[src/verilog/dimm_cmd_pkg.sv]
// Purpose: shared constants and types for the registered module command path
// Assumes: APB register map, 32-bit data, one aligned word per register
// Notes: offsets are byte addresses
package dimm_cmd_pkg;
  localparam int ADDR_W = 14;
  localparam int BANKS = 4;
  localparam int RANKS = 2;
  localparam int DM_W = 9;
  localparam int PADDR_W = 12;

  // register byte offsets
  localparam logic [11:0] CFG_OFF = 12'h000;
  localparam logic [11:0] STATUS_OFF = 12'h004;
  localparam logic [11:0] ROW_OFF = 12'h008;

  // configuration fields
  localparam int CFG_CL_LSB = 0;
  localparam int CFG_AL_LSB = 4;
  localparam int CFG_BL8_BIT = 8;
  localparam int CFG_ILV_BIT = 9;
  localparam int CFG_PAR_BIT = 10;
  localparam logic [2:0] CL_RESET = 3'h3;
  localparam logic [2:0] AL_RESET = 3'h0;

  // status fields
  localparam int ST_OPEN_LSB = 0;
  localparam int ST_PWR_LSB = 8;
  localparam int ST_PERR_BIT = 16;
  localparam int ST_APEND_LSB = 17;
  localparam int ST_RUN_BIT = 19;

  // burst length in clocks, two beats per clock
  localparam logic [4:0] BURST4_CLKS = 5'h2;
  localparam logic [4:0] BURST8_CLKS = 5'h4;

  typedef enum logic [2:0] {
    CMD_NOP, CMD_ACT, CMD_RD, CMD_WR, CMD_PRE, CMD_REF, CMD_MRS, CMD_DESEL
  } cmd_t;

  typedef enum logic [1:0] {PWR_ACTIVE, PWR_DOWN, PWR_SELF_REF} pwr_t;
endpackage

[src/verilog/dimm_cmd_path.sv]
// Purpose: command, address and control register stage of a registered DDR2 module
// Assumes: host command pins are synchronous to pclk; module reset pin is not
// Notes: configuration, status and last row reachable over APB
//
// Summary of operation
// [RULE1] clock enable high runs DRAM clock
// [RULE2] clock enable low enters power-down or self-refresh
// [RULE3] rank select low enables that rank's decoder
// [RULE4] both selects high freeze all but cke/odt; code also forwards rank selects and clock run
// [RULE5] strobes sampled at rising edge select command
// [RULE6] two bank bits pick one of four banks
// [RULE7] address carries row on activate, column otherwise
// [RULE8] autoprecharge bit closes bank after burst
// [RULE9] precharge with autoprecharge bit closes all banks
// [RULE10] high mask bit blocks that byte's write
// [RULE11] mask and data gain one clock latency
// [RULE12] module reset forces outputs and clocks low
// [RULE13] host drives parity, one means odd
// [RULE14] parity mismatch is flagged on error output
// [RULE15] write latency equals read latency minus one
// [RULE16] host programs column latency three to five
// [RULE17] host adds additive latency zero to four
// [RULE18] bursts four or eight, sequential or interleaved
// [RULE19] host refreshes every 7.8us or 3.9us
// [RULE20] second rank pins only on two-rank modules
// [RULE21] termination control forwarded even when deselected
// [RULE22] inputs captured and presented one clock later
`timescale 1ns/1ps
module dimm_cmd_path (
  input wire logic pclk,
  input wire logic presetn,
  input wire logic psel,
  input wire logic penable,
  input wire logic pwrite,
  input wire logic [11:0] paddr,
  input wire logic [31:0] pwdata,
  output logic [31:0] prdata,
  output logic pready,
  output logic pslverr,
  input wire logic module_reset_n,
  input wire logic clock_enable_first_rank,
  input wire logic clock_enable_second_rank,
  input wire logic rank_select_first_n,
  input wire logic rank_select_second_n,
  input wire logic row_strobe_n,
  input wire logic column_strobe_n,
  input wire logic write_enable_n,
  input wire logic [1:0] bank_addr,
  input wire logic [13:0] addr,
  input wire logic [8:0] data_mask,
  input wire logic [1:0] term_ctrl,
  input wire logic parity_in,
  output logic [1:0] dram_clock_run,
  output logic [1:0] dram_cke,
  output logic [1:0] dram_rank_select_n,
  output logic dram_row_strobe_n,
  output logic dram_column_strobe_n,
  output logic dram_write_enable_n,
  output logic [1:0] dram_bank_addr,
  output logic [13:0] dram_addr,
  output logic [1:0] dram_term_ctrl,
  output logic [8:0] dram_data_mask,
  output logic [8:0] byte_write_en,
  output logic parity_error,
  output logic [7:0] bank_open
);

  function automatic dimm_cmd_pkg::cmd_t dec_cmd(input logic cs_n, input logic ras_n,
                                                 input logic cas_n, input logic we_n);
    dimm_cmd_pkg::cmd_t c;
    c = dimm_cmd_pkg::CMD_NOP;
    if (cs_n) c = dimm_cmd_pkg::CMD_DESEL;
    else begin
      case ({ras_n, cas_n, we_n})
        3'h3: c = dimm_cmd_pkg::CMD_ACT;
        3'h5: c = dimm_cmd_pkg::CMD_RD;
        3'h4: c = dimm_cmd_pkg::CMD_WR;
        3'h2: c = dimm_cmd_pkg::CMD_PRE;
        3'h1: c = dimm_cmd_pkg::CMD_REF;
        3'h0: c = dimm_cmd_pkg::CMD_MRS;
        default: c = dimm_cmd_pkg::CMD_NOP;
      endcase
    end
    return c;
  endfunction

  // module reset pin synchroniser; only the second stage is read
  logic rst_meta;
  logic mod_run;
  always_ff @(posedge pclk or negedge presetn) begin
    if (!presetn) {mod_run, rst_meta} <= 2'h0;
    else {mod_run, rst_meta} <= {rst_meta, module_reset_n};
  end

  // configuration
  logic [2:0] cas_lat;
  logic [2:0] add_lat;
  logic burst8;
  logic interleave;
  logic par_en;
  logic par_sticky;
  logic [13:0] last_row;

  wire access = psel && penable;
  wire wr_stb = access && pwrite;
  wire sel_cfg = paddr == dimm_cmd_pkg::CFG_OFF;
  wire sel_status = paddr == dimm_cmd_pkg::STATUS_OFF;
  wire sel_row = paddr == dimm_cmd_pkg::ROW_OFF;
  wire mapped = sel_cfg || sel_status || sel_row;

  // latencies in clocks; write latency is read latency less one
  wire [4:0] read_lat = {2'h0, add_lat} + {2'h0, cas_lat};
  wire [4:0] write_lat = read_lat - 5'h1; // [RULE15]
  wire [4:0] burst_clks = burst8 ? dimm_cmd_pkg::BURST8_CLKS : dimm_cmd_pkg::BURST4_CLKS; // [RULE18]

  // register stage
  wire both_desel = rank_select_first_n && rank_select_second_n;
  logic parity_q;

  always_ff @(posedge pclk or negedge presetn) begin
    if (!presetn) begin
      dram_clock_run <= 2'h0;
      dram_cke <= 2'h0;
      dram_rank_select_n <= 2'h0;
      dram_term_ctrl <= 2'h0;
    end else if (!mod_run) begin // [RULE12]
      dram_clock_run <= 2'h0;
      dram_cke <= 2'h0;
      dram_rank_select_n <= 2'h0;
      dram_term_ctrl <= 2'h0;
    end else begin
      dram_clock_run <= {clock_enable_second_rank, clock_enable_first_rank}; // [RULE1]
      dram_cke <= {clock_enable_second_rank, clock_enable_first_rank}; // [RULE2]
      dram_rank_select_n <= {rank_select_second_n, rank_select_first_n}; // [RULE3]
      dram_term_ctrl <= term_ctrl; // [RULE21]
    end
  end

  // held while both ranks are deselected, cutting switching on the DRAM bus
  always_ff @(posedge pclk or negedge presetn) begin
    if (!presetn) begin
      dram_row_strobe_n <= 1'b0;
      dram_column_strobe_n <= 1'b0;
      dram_write_enable_n <= 1'b0;
      dram_bank_addr <= 2'h0;
      dram_addr <= 14'h0;
      dram_data_mask <= 9'h0;
      parity_q <= 1'b0;
    end else if (!mod_run) begin // [RULE12]
      dram_row_strobe_n <= 1'b0;
      dram_column_strobe_n <= 1'b0;
      dram_write_enable_n <= 1'b0;
      dram_bank_addr <= 2'h0;
      dram_addr <= 14'h0;
      dram_data_mask <= 9'h0;
      parity_q <= 1'b0;
    end else if (!both_desel) begin // [RULE4]
      dram_row_strobe_n <= row_strobe_n; // [RULE22]
      dram_column_strobe_n <= column_strobe_n;
      dram_write_enable_n <= write_enable_n;
      dram_bank_addr <= bank_addr;
      dram_addr <= addr; // [RULE7]
      dram_data_mask <= data_mask; // [RULE11]
      parity_q <= parity_in;
    end
  end

  // per-rank decode of what the DRAMs see
  dimm_cmd_pkg::cmd_t rank_cmd [2];
  assign rank_cmd[0] = dec_cmd(dram_rank_select_n[0], dram_row_strobe_n,
                               dram_column_strobe_n, dram_write_enable_n); // [RULE5]
  assign rank_cmd[1] = dec_cmd(dram_rank_select_n[1], dram_row_strobe_n,
                               dram_column_strobe_n, dram_write_enable_n);
  wire ap_bit = dram_addr[10];
  wire wr_go = rank_cmd[0] == dimm_cmd_pkg::CMD_WR || rank_cmd[1] == dimm_cmd_pkg::CMD_WR;

  // autoprecharge timers, one per rank; a later autoprecharge read or write replaces a pending one
  logic [4:0] ap_cnt [2];
  logic [1:0] ap_bank [2];
  logic [7:0] next_open;

  always_comb begin
    next_open = bank_open;
    for (int r = 0; r < 2; r++) begin
      if (ap_cnt[r] == 5'h1) next_open[r * 4 + int'(ap_bank[r])] = 1'b0; // [RULE8]
      case (rank_cmd[r])
        dimm_cmd_pkg::CMD_ACT: next_open[r * 4 + int'(dram_bank_addr)] = 1'b1; // [RULE6]
        dimm_cmd_pkg::CMD_PRE: begin
          if (ap_bit) next_open[r * 4 +: 4] = 4'h0; // [RULE9]
          else next_open[r * 4 + int'(dram_bank_addr)] = 1'b0;
        end
        default: ;
      endcase
    end
  end

  always_ff @(posedge pclk or negedge presetn) begin
    if (!presetn) begin
      bank_open <= 8'h0;
      for (int r = 0; r < 2; r++) begin
        ap_cnt[r] <= 5'h0;
        ap_bank[r] <= 2'h0;
      end
    end else if (!mod_run) begin
      bank_open <= 8'h0;
      for (int r = 0; r < 2; r++) ap_cnt[r] <= 5'h0;
    end else begin
      bank_open <= next_open;
      for (int r = 0; r < 2; r++) begin
        if ((rank_cmd[r] == dimm_cmd_pkg::CMD_RD || rank_cmd[r] == dimm_cmd_pkg::CMD_WR)
            && ap_bit) begin // [RULE8]
          ap_bank[r] <= dram_bank_addr;
          ap_cnt[r] <= (rank_cmd[r] == dimm_cmd_pkg::CMD_RD ? read_lat : write_lat)
                       + burst_clks;
        end else if (ap_cnt[r] != 5'h0) ap_cnt[r] <= ap_cnt[r] - 5'h1; // [RULE8]
      end
    end
  end

  // write data window after the write reaches the DRAMs
  logic [4:0] wr_cnt;
  wire wr_win = wr_cnt != 5'h0 && wr_cnt <= burst_clks;
  always_ff @(posedge pclk or negedge presetn) begin
    if (!presetn) wr_cnt <= 5'h0;
    else if (!mod_run) wr_cnt <= 5'h0;
    else if (wr_go) wr_cnt <= write_lat + burst_clks; // [RULE15]
    else if (wr_cnt != 5'h0) wr_cnt <= wr_cnt - 5'h1;
  end
  assign byte_write_en = {9{wr_win}} & ~dram_data_mask; // [RULE10]

  // power state per rank, judged on the clock enable falling edge
  dimm_cmd_pkg::pwr_t pwr [2];
  logic [1:0] cke_d;
  always_ff @(posedge pclk or negedge presetn) begin
    if (!presetn) begin
      cke_d <= 2'h0;
      for (int r = 0; r < 2; r++) pwr[r] <= dimm_cmd_pkg::PWR_ACTIVE;
    end else begin
      cke_d <= dram_cke;
      for (int r = 0; r < 2; r++) begin
        case (pwr[r])
          dimm_cmd_pkg::PWR_ACTIVE:
            if (cke_d[r] && !dram_cke[r]) begin // [RULE2]
              if (rank_cmd[r] == dimm_cmd_pkg::CMD_REF) pwr[r] <= dimm_cmd_pkg::PWR_SELF_REF;
              else pwr[r] <= dimm_cmd_pkg::PWR_DOWN;
            end
          dimm_cmd_pkg::PWR_DOWN,
          dimm_cmd_pkg::PWR_SELF_REF:
            if (dram_cke[r]) pwr[r] <= dimm_cmd_pkg::PWR_ACTIVE;
          default: pwr[r] <= dimm_cmd_pkg::PWR_ACTIVE;
        endcase
      end
    end
  end

  // parity over the registered address and control bus; parity bit one means odd
  wire bus_odd = ^{dram_addr, dram_bank_addr, dram_row_strobe_n,
                   dram_column_strobe_n, dram_write_enable_n};
  wire par_bad = par_en && mod_run && !(&dram_rank_select_n) && (bus_odd != parity_q); // [RULE14]
  always_ff @(posedge pclk or negedge presetn) begin
    if (!presetn) parity_error <= 1'b0;
    else parity_error <= par_bad; // [RULE14]
  end

  // registers; sticky parity flag: a new error wins over a clear
  wire clr_perr = wr_stb && sel_status && pwdata[dimm_cmd_pkg::ST_PERR_BIT];
  always_ff @(posedge pclk or negedge presetn) begin
    if (!presetn) begin
      cas_lat <= dimm_cmd_pkg::CL_RESET;
      add_lat <= dimm_cmd_pkg::AL_RESET;
      burst8 <= 1'b0;
      interleave <= 1'b0;
      par_en <= 1'b0;
      par_sticky <= 1'b0;
      last_row <= 14'h0;
    end else begin
      if (wr_stb && sel_cfg) begin
        cas_lat <= pwdata[dimm_cmd_pkg::CFG_CL_LSB +: 3];
        add_lat <= pwdata[dimm_cmd_pkg::CFG_AL_LSB +: 3];
        burst8 <= pwdata[dimm_cmd_pkg::CFG_BL8_BIT];
        interleave <= pwdata[dimm_cmd_pkg::CFG_ILV_BIT];
        par_en <= pwdata[dimm_cmd_pkg::CFG_PAR_BIT];
      end
      if (par_bad) par_sticky <= 1'b1;
      else if (clr_perr) par_sticky <= 1'b0;
      if (rank_cmd[0] == dimm_cmd_pkg::CMD_ACT || rank_cmd[1] == dimm_cmd_pkg::CMD_ACT)
        last_row <= dram_addr; // [RULE7]
    end
  end

  logic [31:0] cfg_word;
  logic [31:0] status_word;
  always_comb begin
    cfg_word = 32'h0;
    cfg_word[dimm_cmd_pkg::CFG_CL_LSB +: 3] = cas_lat;
    cfg_word[dimm_cmd_pkg::CFG_AL_LSB +: 3] = add_lat;
    cfg_word[dimm_cmd_pkg::CFG_BL8_BIT] = burst8;
    cfg_word[dimm_cmd_pkg::CFG_ILV_BIT] = interleave;
    cfg_word[dimm_cmd_pkg::CFG_PAR_BIT] = par_en;
    status_word = 32'h0;
    status_word[dimm_cmd_pkg::ST_OPEN_LSB +: 8] = bank_open;
    status_word[dimm_cmd_pkg::ST_PWR_LSB +: 2] = pwr[0];
    status_word[dimm_cmd_pkg::ST_PWR_LSB + 2 +: 2] = pwr[1];
    status_word[dimm_cmd_pkg::ST_PERR_BIT] = par_sticky;
    status_word[dimm_cmd_pkg::ST_APEND_LSB] = ap_cnt[0] != 5'h0;
    status_word[dimm_cmd_pkg::ST_APEND_LSB + 1] = ap_cnt[1] != 5'h0;
    status_word[dimm_cmd_pkg::ST_RUN_BIT] = mod_run;
  end

  wire [31:0] rd_mux = sel_cfg ? cfg_word : sel_status ? status_word
                     : sel_row ? {18'h0, last_row} : 32'h0;
  always_ff @(posedge pclk or negedge presetn) begin
    if (!presetn) prdata <= 32'h0;
    else if (psel && !penable && !pwrite) prdata <= rd_mux;
  end
  assign pready = 1'b1;
  assign pslverr = access && !mapped;
endmodule

[config.mk]
export PLATFORM = sky130hd
export DESIGN_NAME = dimm_cmd_path
export DESIGN_NICKNAME = d
export VERILOG_FILES = /design/src/verilog/dimm_cmd_pkg.sv /design/src/verilog/dimm_cmd_path.sv
export SDC_FILE = /design/constraint.sdc
export NUM_CORES = 1
export LEC_CHECK = 0
export ABC_AREA = 1
export BUFFER_PORTS_ARGS = -buffer_cell sky130_fd_sc_hd__buf_2
export CORE_ASPECT_RATIO = 1.75
export CORE_UTILIZATION = 28
export DETAILED_ROUTE_END_ITERATION = 10
export HOLD_SLACK_MARGIN = 0.1
export PLACE_DENSITY = 0.57
export REMOVE_ABC_BUFFERS = 1
export SYNTH_ARGS = -nofsm -noshare
export SYNTH_HDL_FRONTEND = slang
export SYNTH_SLANG_ARGS = --single-unit
[constraint.sdc]
create_clock -name pclk -period 6.3 [get_ports pclk]
set_input_delay 0 -clock pclk [delete_from_list [all_inputs] [get_ports pclk]]
set_output_delay 0 -clock pclk [all_outputs]
set_load 0.02 [all_outputs]
# After elaboration in Yosys (flattened, before gate mapping)
# Cells that the tools add are included.
[word_totals]
in_bits = 85
wordCells = 203
regBits = 127
[classes]
add_sub_neg = 10
order_cmp = 9
n_bitwise = 12
muxes = 61
n_eq_ne = 32
n_reduce_logical = 49
[op_table]
columns = ["operator", "n"]
rows = [
  ["two-way mux 5 bit", 9],
  ["two-way mux 14 bit", 3],
  ["two-way mux 20 bit", 2],
  ["AND 8 bit", 4],
  ["case mux 8 bit (2 select lines)", 2],
  ["two-way mux 8 bit", 3],
  ["two-way mux 2 bit", 11],
  ["logical AND 1 bit", 21],
  ["XOR reduction 19 bit", 1],
  ["equality test 3 x 2 -> 1 bit (second input constant)", 6],
  ["equality test 3 bit (second input constant)", 6],
  ["two-way mux 9 bit", 2],
  ["case mux 3 bit (6 select lines)", 1],
  ["two-way mux 4 bit", 4],
  ["inverter 4 -> 8 bit", 2],
  ["inverter 8 bit", 2],
  ["adder 5 x 3 -> 5 bit", 3],
  ["nonzero test 5 bit", 3],
  ["subtractor 5 x 1 -> 5 bit (second input constant)", 3],
  ["two-way mux 1 bit", 14],
  ["equality test 12 x 3 -> 1 bit (second input constant)", 1],
  ["equality test 12 x 4 -> 1 bit (second input constant)", 1],
  ["zero test 12 bit", 1],
  ["equality test 5 x 1 -> 1 bit (second input constant)", 2],
  ["30 further kinds", 66],
]

# Depth between registers and ports, before layout
[depth]
depth_word = 16
depth_mapped = 16
ltp_nobuf = 16

# Worst setup path after synthesis
# Ideal clock, no wire load.
[synth_timing]
kind = "reg2reg"
startpoint = "register cas_lat[0]"
endpoint = "register ap_cnt[2] (netlist bit)"
period_less_slack_ns = 2.767
t_arrival_ns = 2.642
path_stages_with_launch = 13
required_time_ns = 6.175
slack_ns = 3.533
path_cell_list = "dfstp_2 > ha_1 > inv_1 > fa_1 > ha_1 > xor2_1 > nand2_1 > o21ai_0 > inv_1 > fa_1 > nand2_1 > o21ai_0 > nor2_1"
[synth_between]
elab_chain_len = 6
[synth_rtl]
columns = ["element", "line", "source"]
rows = [
  ["start: declaration", "dimm_cmd_path.sv:96", "logic [2:0] cas_lat;"],
  ["start signal: assignment", "dimm_cmd_path.sv:269", "cas_lat <= dimm_cmd_pkg::CL_RESET;"],
  ["start signal: assignment", "dimm_cmd_path.sv:278", "cas_lat <= pwdata[dimm_cmd_pkg::CFG_CL_LSB +: 3];"],
  ["adder 3 x 3 -> 4 bit *", "dimm_cmd_path.sv:112", "wire [4:0] read_lat = {2'h0, add_lat} + {2'h0, cas_lat};"],
  ["subtractor 4 x 1 -> 5 bit", "dimm_cmd_path.sv:113", "wire [4:0] write_lat = read_lat - 5'h1;"],
  ["two-way mux 5 bit *", "dimm_cmd_path.sv:213", "ap_cnt[r] <= (rank_cmd[r] == dimm_cmd_pkg::CMD_RD ? read_lat : write_lat)"],
  ["adder 5 x 3 -> 5 bit *", "dimm_cmd_path.sv:214", "+ burst_clks;"],
  ["two-way mux 5 bit *", "dimm_cmd_path.sv:210", "if ((rank_cmd[r] == dimm_cmd_pkg::CMD_RD || rank_cmd[r] == dimm_cmd_pkg::CMD_WR)"],
  ["two-way mux 10 bit *", "dimm_cmd_path.sv:204", "end else if (!mod_run) begin"],
  ["end signal: indexed assignment", "dimm_cmd_path.sv:213", ""],
  ["end: declaration", "dimm_cmd_path.sv:178", "logic [4:0] ap_cnt [2];"],
]
# Every way passes the cells marked *; elsewhere a longest branch is shown, timed or not.
# A chain may end at the register's enable or synchronous reset.

# Worst setup path in the final report
[layout_timing]
startpoint = "register cas_lat[0]"
endpoint = "register ap_cnt[3] (netlist bit)"
# The elaborated chain is that of the path after synthesis.

==> metrics.md <==
| Metric | Value |
|---|---|
| Setup CP Type | flop to flop |
| IO Pins | 173 |
| GR Overflow Total | 0 |
| R2r startpoint | cas_lat[0] |
| Slew headroom | 46.43% |
| Sw frac | 36.24% |
| Util after Layout | 38.53% |
| Placed cell area | 0.007476 mm2 |
| Layout cells sized above 1 | 19.91% |
| Hold Crit Start | paddr[0] |
| Cell taking the most area after synthesis | dfrtp_1 |
| First-pass GRT wire length | 32,060 um |
| Initial antenna violation count | 0 |
| RSZ-0062 raised after global routing | false |
| Vias/cell | 4.587 |
| Setup violators final | 0 |
| Slew @ Worst Pin | 0.8036 ns |
| Crit end category | flop |
| Worst hold path class | input pin to flop |
| Core area | 0.02283 mm2 |
| Max incr delay on CP | 0.55 ns |
| Worst hold slack | 0.1193 ns |
| Initial detailed-routing violation count | 265 |
| Dpl ws | 3.255 ns |
| Crit-path slowest cell | dfstp_2 |
| Largest net degree at the start of global routing | 62 |
| Reg2Reg Setup Slack | 3.27 ns |
| CP dominant cell by count | inv_1 |
| Syn Std Cell Area | 0.006560 mm2 |
| Crit path time final | 3.026 ns |
| Worst Reg2Reg Path Length in Cells | 13 |
| Sequential share of the synthesized area | 43.14% |
| IO buf count | 135 |
| Reg2reg end | ap_cnt[3] |
| Total CTS buffers | 17 |
| Worst path cell trace | ha_1 > inv_1 > fa_1 > ha_1 > xor2_1 > nand2_1 > o21ai_0 > inv_1 > fa_1 > nand3b_1 > nand3_1 > nand2_1 > inv_1 |
| Final non-filler cell total | 1,360 |
| Vias in the first global route | 6,171 |
| Fin. Hold Viols | 0 |
| Die area | 0.02407 mm2 |
| CTS Buffer Depth | 2 |
| Die Height | 204.5 um |
| GPL Wtd Cong | 0.8233 |
| Synth unique cells | 44 |
| Post-synth top area share | 42.34% |
| Die extent in x | 117.7 um |
| TritonRoute pass-1 iters | 4 |
| Final Slew Violations | 0 |
| DRT antenna net count | 0 |
| Critical path buffers and inverters | 3 |
| MaxCap Viol Count | 0 |
| Final period util | 48.03% |
| Worst-path fanout max | 4 |
| Syn_area_per_cell | 7.810 um2 |
| Net count, final | 1,160 |
| Insertion delay to the later sink of the worst-skew pair | 0.42 ns |
| All-Layer GR Usage | 17.20% |
| Critical path's top delay family | adder cells |
| Area of the multi-input gates | 0.003217 mm2 |
| Post-Place Cells | 1,252 |
| Post-synth EDFFs | 0 |
| Ys flop type | dfrtp_1 |
| Routed WL per cell | 14.62 um |
| Final WL | 19,890 um |
| Final setup TNS | 0 ns |
| CP startpoint kind | flop |
| Root Driver | clkbuf_16 |
| Leakage | 4.670 nW |
| Most common cell in the netlist | nand2_1 |
| Via Count | 6,238 |
| Post-detail-place hpwl | 14,580 um |
| # clock sinks | 113 |
| Residual DRC | 0 |
| Syn Inst Count | 840 |
| Combinational share of power | 28.4% |
| Clk slew on worst S/H paths | 0.06 ns |
| Final Power | 2.558 mW |
| Crit path DAT | 3.39 ns |
| PwrDens | 290.8 mW/mm2 |
| Register area | 0.002831 mm2 |
| Clock network power share | 35.9% |
| VDD IR max | 153.7 uV |
| Ranking of synthesized cells by area | dfrtp_1 (42%), nand2_1 (14%), nand3_1 (8.4%), ha_1 (4.6%), inv_1 (4.5%) |
| Area Overhead vs Synth | 34.12% |
| Fin Clk Skew | 0.007973 ns |
| WHS Path Cells | 5 |
| Sequential share of power | 35.7% |
| Post-CTS Resized | 0 |
| Design area | 0.008798 mm2 |
| FILL cells | 2,410 |
| Asr flop ratio synth | 100.0% |
| Yosys warns | 0 |
| Internal Power | 1.631 mW |
| Synth Register Bits | 113 |
| Post-synth top cells | nand2_1 (242), dfrtp_1 (111), nand3_1 (110) |
| CTS tree | built |
| H-tree Lvls | 4 |
| Status | complete, no violations |
| Worst EP required | 6.66 ns |
| Final worst setup slack | 3.274 ns |
| Sw Pwr | 0.9272 mW |
| Initial Utilization | 28.73% |
| Row cnt | 73 |
| Diodes inserted | 0 |
| Hold Crit Endpoint | prdata[12] |
| Peak Freq | 0.3305 GHz |
cell usage in the layout, fill, tap and decap left out, types with 3 or more instances in the layout:
master,instances
buf_4,7
conb_1,15
clkinvlp_4,4
xor2_1,11
nand3_1,110
nor2_8,3
or2_2,3
xnor2_1,7
dlygate4sd3_1,76
o31ai_1,8
dfrtp_1,110
inv_2,6
buf_2,134
nand2_2,5
o21ai_1,8
fa_1,4
nor3_1,7
inv_6,7
nand2_4,3
nor2_1,59
nor2_4,4
inv_1,79
nand4_1,7
ha_1,24
o21ai_0,49
nand2_1,242
a21oi_1,20
clkbuf_16,17
layout make-up:
| type | instances | area share (%) |
|---|---|---|
| multi-input combinational | 611 | 36.56 |
| tap | 300 | 4.266 |
| inverter | 87 | 3.740 |
| sequential | 113 | 32.18 |
| clock inverter | 14 | 1.394 |
| timing repair buffer | 217 | 16.87 |
| clock buffer | 18 | 4.991 |
registers in the layout, indices dropped and copies added, names as in the netlist, 2 cells and up:
signal	flops
prdata	18
dram_addr	14
last_row	14
ap_cnt	10
dram_data_mask	9
bank_open	8
wr_cnt	5
ap_bank	4
pwr	4
add_lat	3
cas_lat	3
cke_d	2
dram_bank_addr	2
dram_cke	2
dram_rank_select_n	2
dram_term_ctrl	2
how the worst max path moves through the flow:
| stage | startpoint | to | slack [ns] | depth (start not counted) |
|---|---|---|---|---|
| after floorplan | cas_lat[0] | ap_cnt[2] | 3.53 | 12 |
| after global placement | cas_lat[0] | ap_cnt[3] | 3.27 | 13 |
| after detailed placement | cas_lat[0] | ap_cnt[3] | 3.25 | 13 |
| after CTS | cas_lat[0] | ap_cnt[3] | 3.24 | 13 |
| final | cas_lat[0] | ap_cnt[3] | 3.27 | 13 |
| after global routing | cas_lat[0] | ap_cnt[3] | 3.09 | 13 |
kinds of logic (layout without fill, tap and decap cells):
kind of cell	after synthesis	count (layout)	synth area share, %
simple gates	455	455	31.91
compound gates	95	95	8.068
fa+ha+maj	28	28	5.798
flops	113	113	43.14
buf+inv	129	336	8.564
other cells	2	15	0.1145
xor+xnor	18	18	2.403
power by group through the flow:
stage	registers [mW]	clock network, mW	logic (mW)
after floorplan	0.920	0	0.474
after global placement	0.923	0	0.680
after detailed placement	0.925	0	0.694
after CTS	0.913	0.948	0.734
after global routing	0.924	0.977	0.826
final	0.913	0.918	0.728
metal layers:
| layer | global-route usage [%] | part of all wire [%] |
|---|---|---|
| met5 | 0 | 0 |
| met3 | 2.874 | 2.9 |
| met1 | 18.37 | 40 |
| met4 | 6.227 | 1.5 |
| met2 | 33.34 | 56 |
worst min-delay path, delay by kind of cell:
family	cells	cell delay (ns)
buffers and inverters	1	0.08
and+or+nand+nor	3	0.33
AOI/OAI and AO/OA	1	0.08
what timing repair did:
action / in CTS / in global routing
setup buffers: 0 / 0
endpoints found under the hold margin: 122 / 0
hold buffers: 76 / 0
No activity file was read; power rests on OpenSTA's default activity.
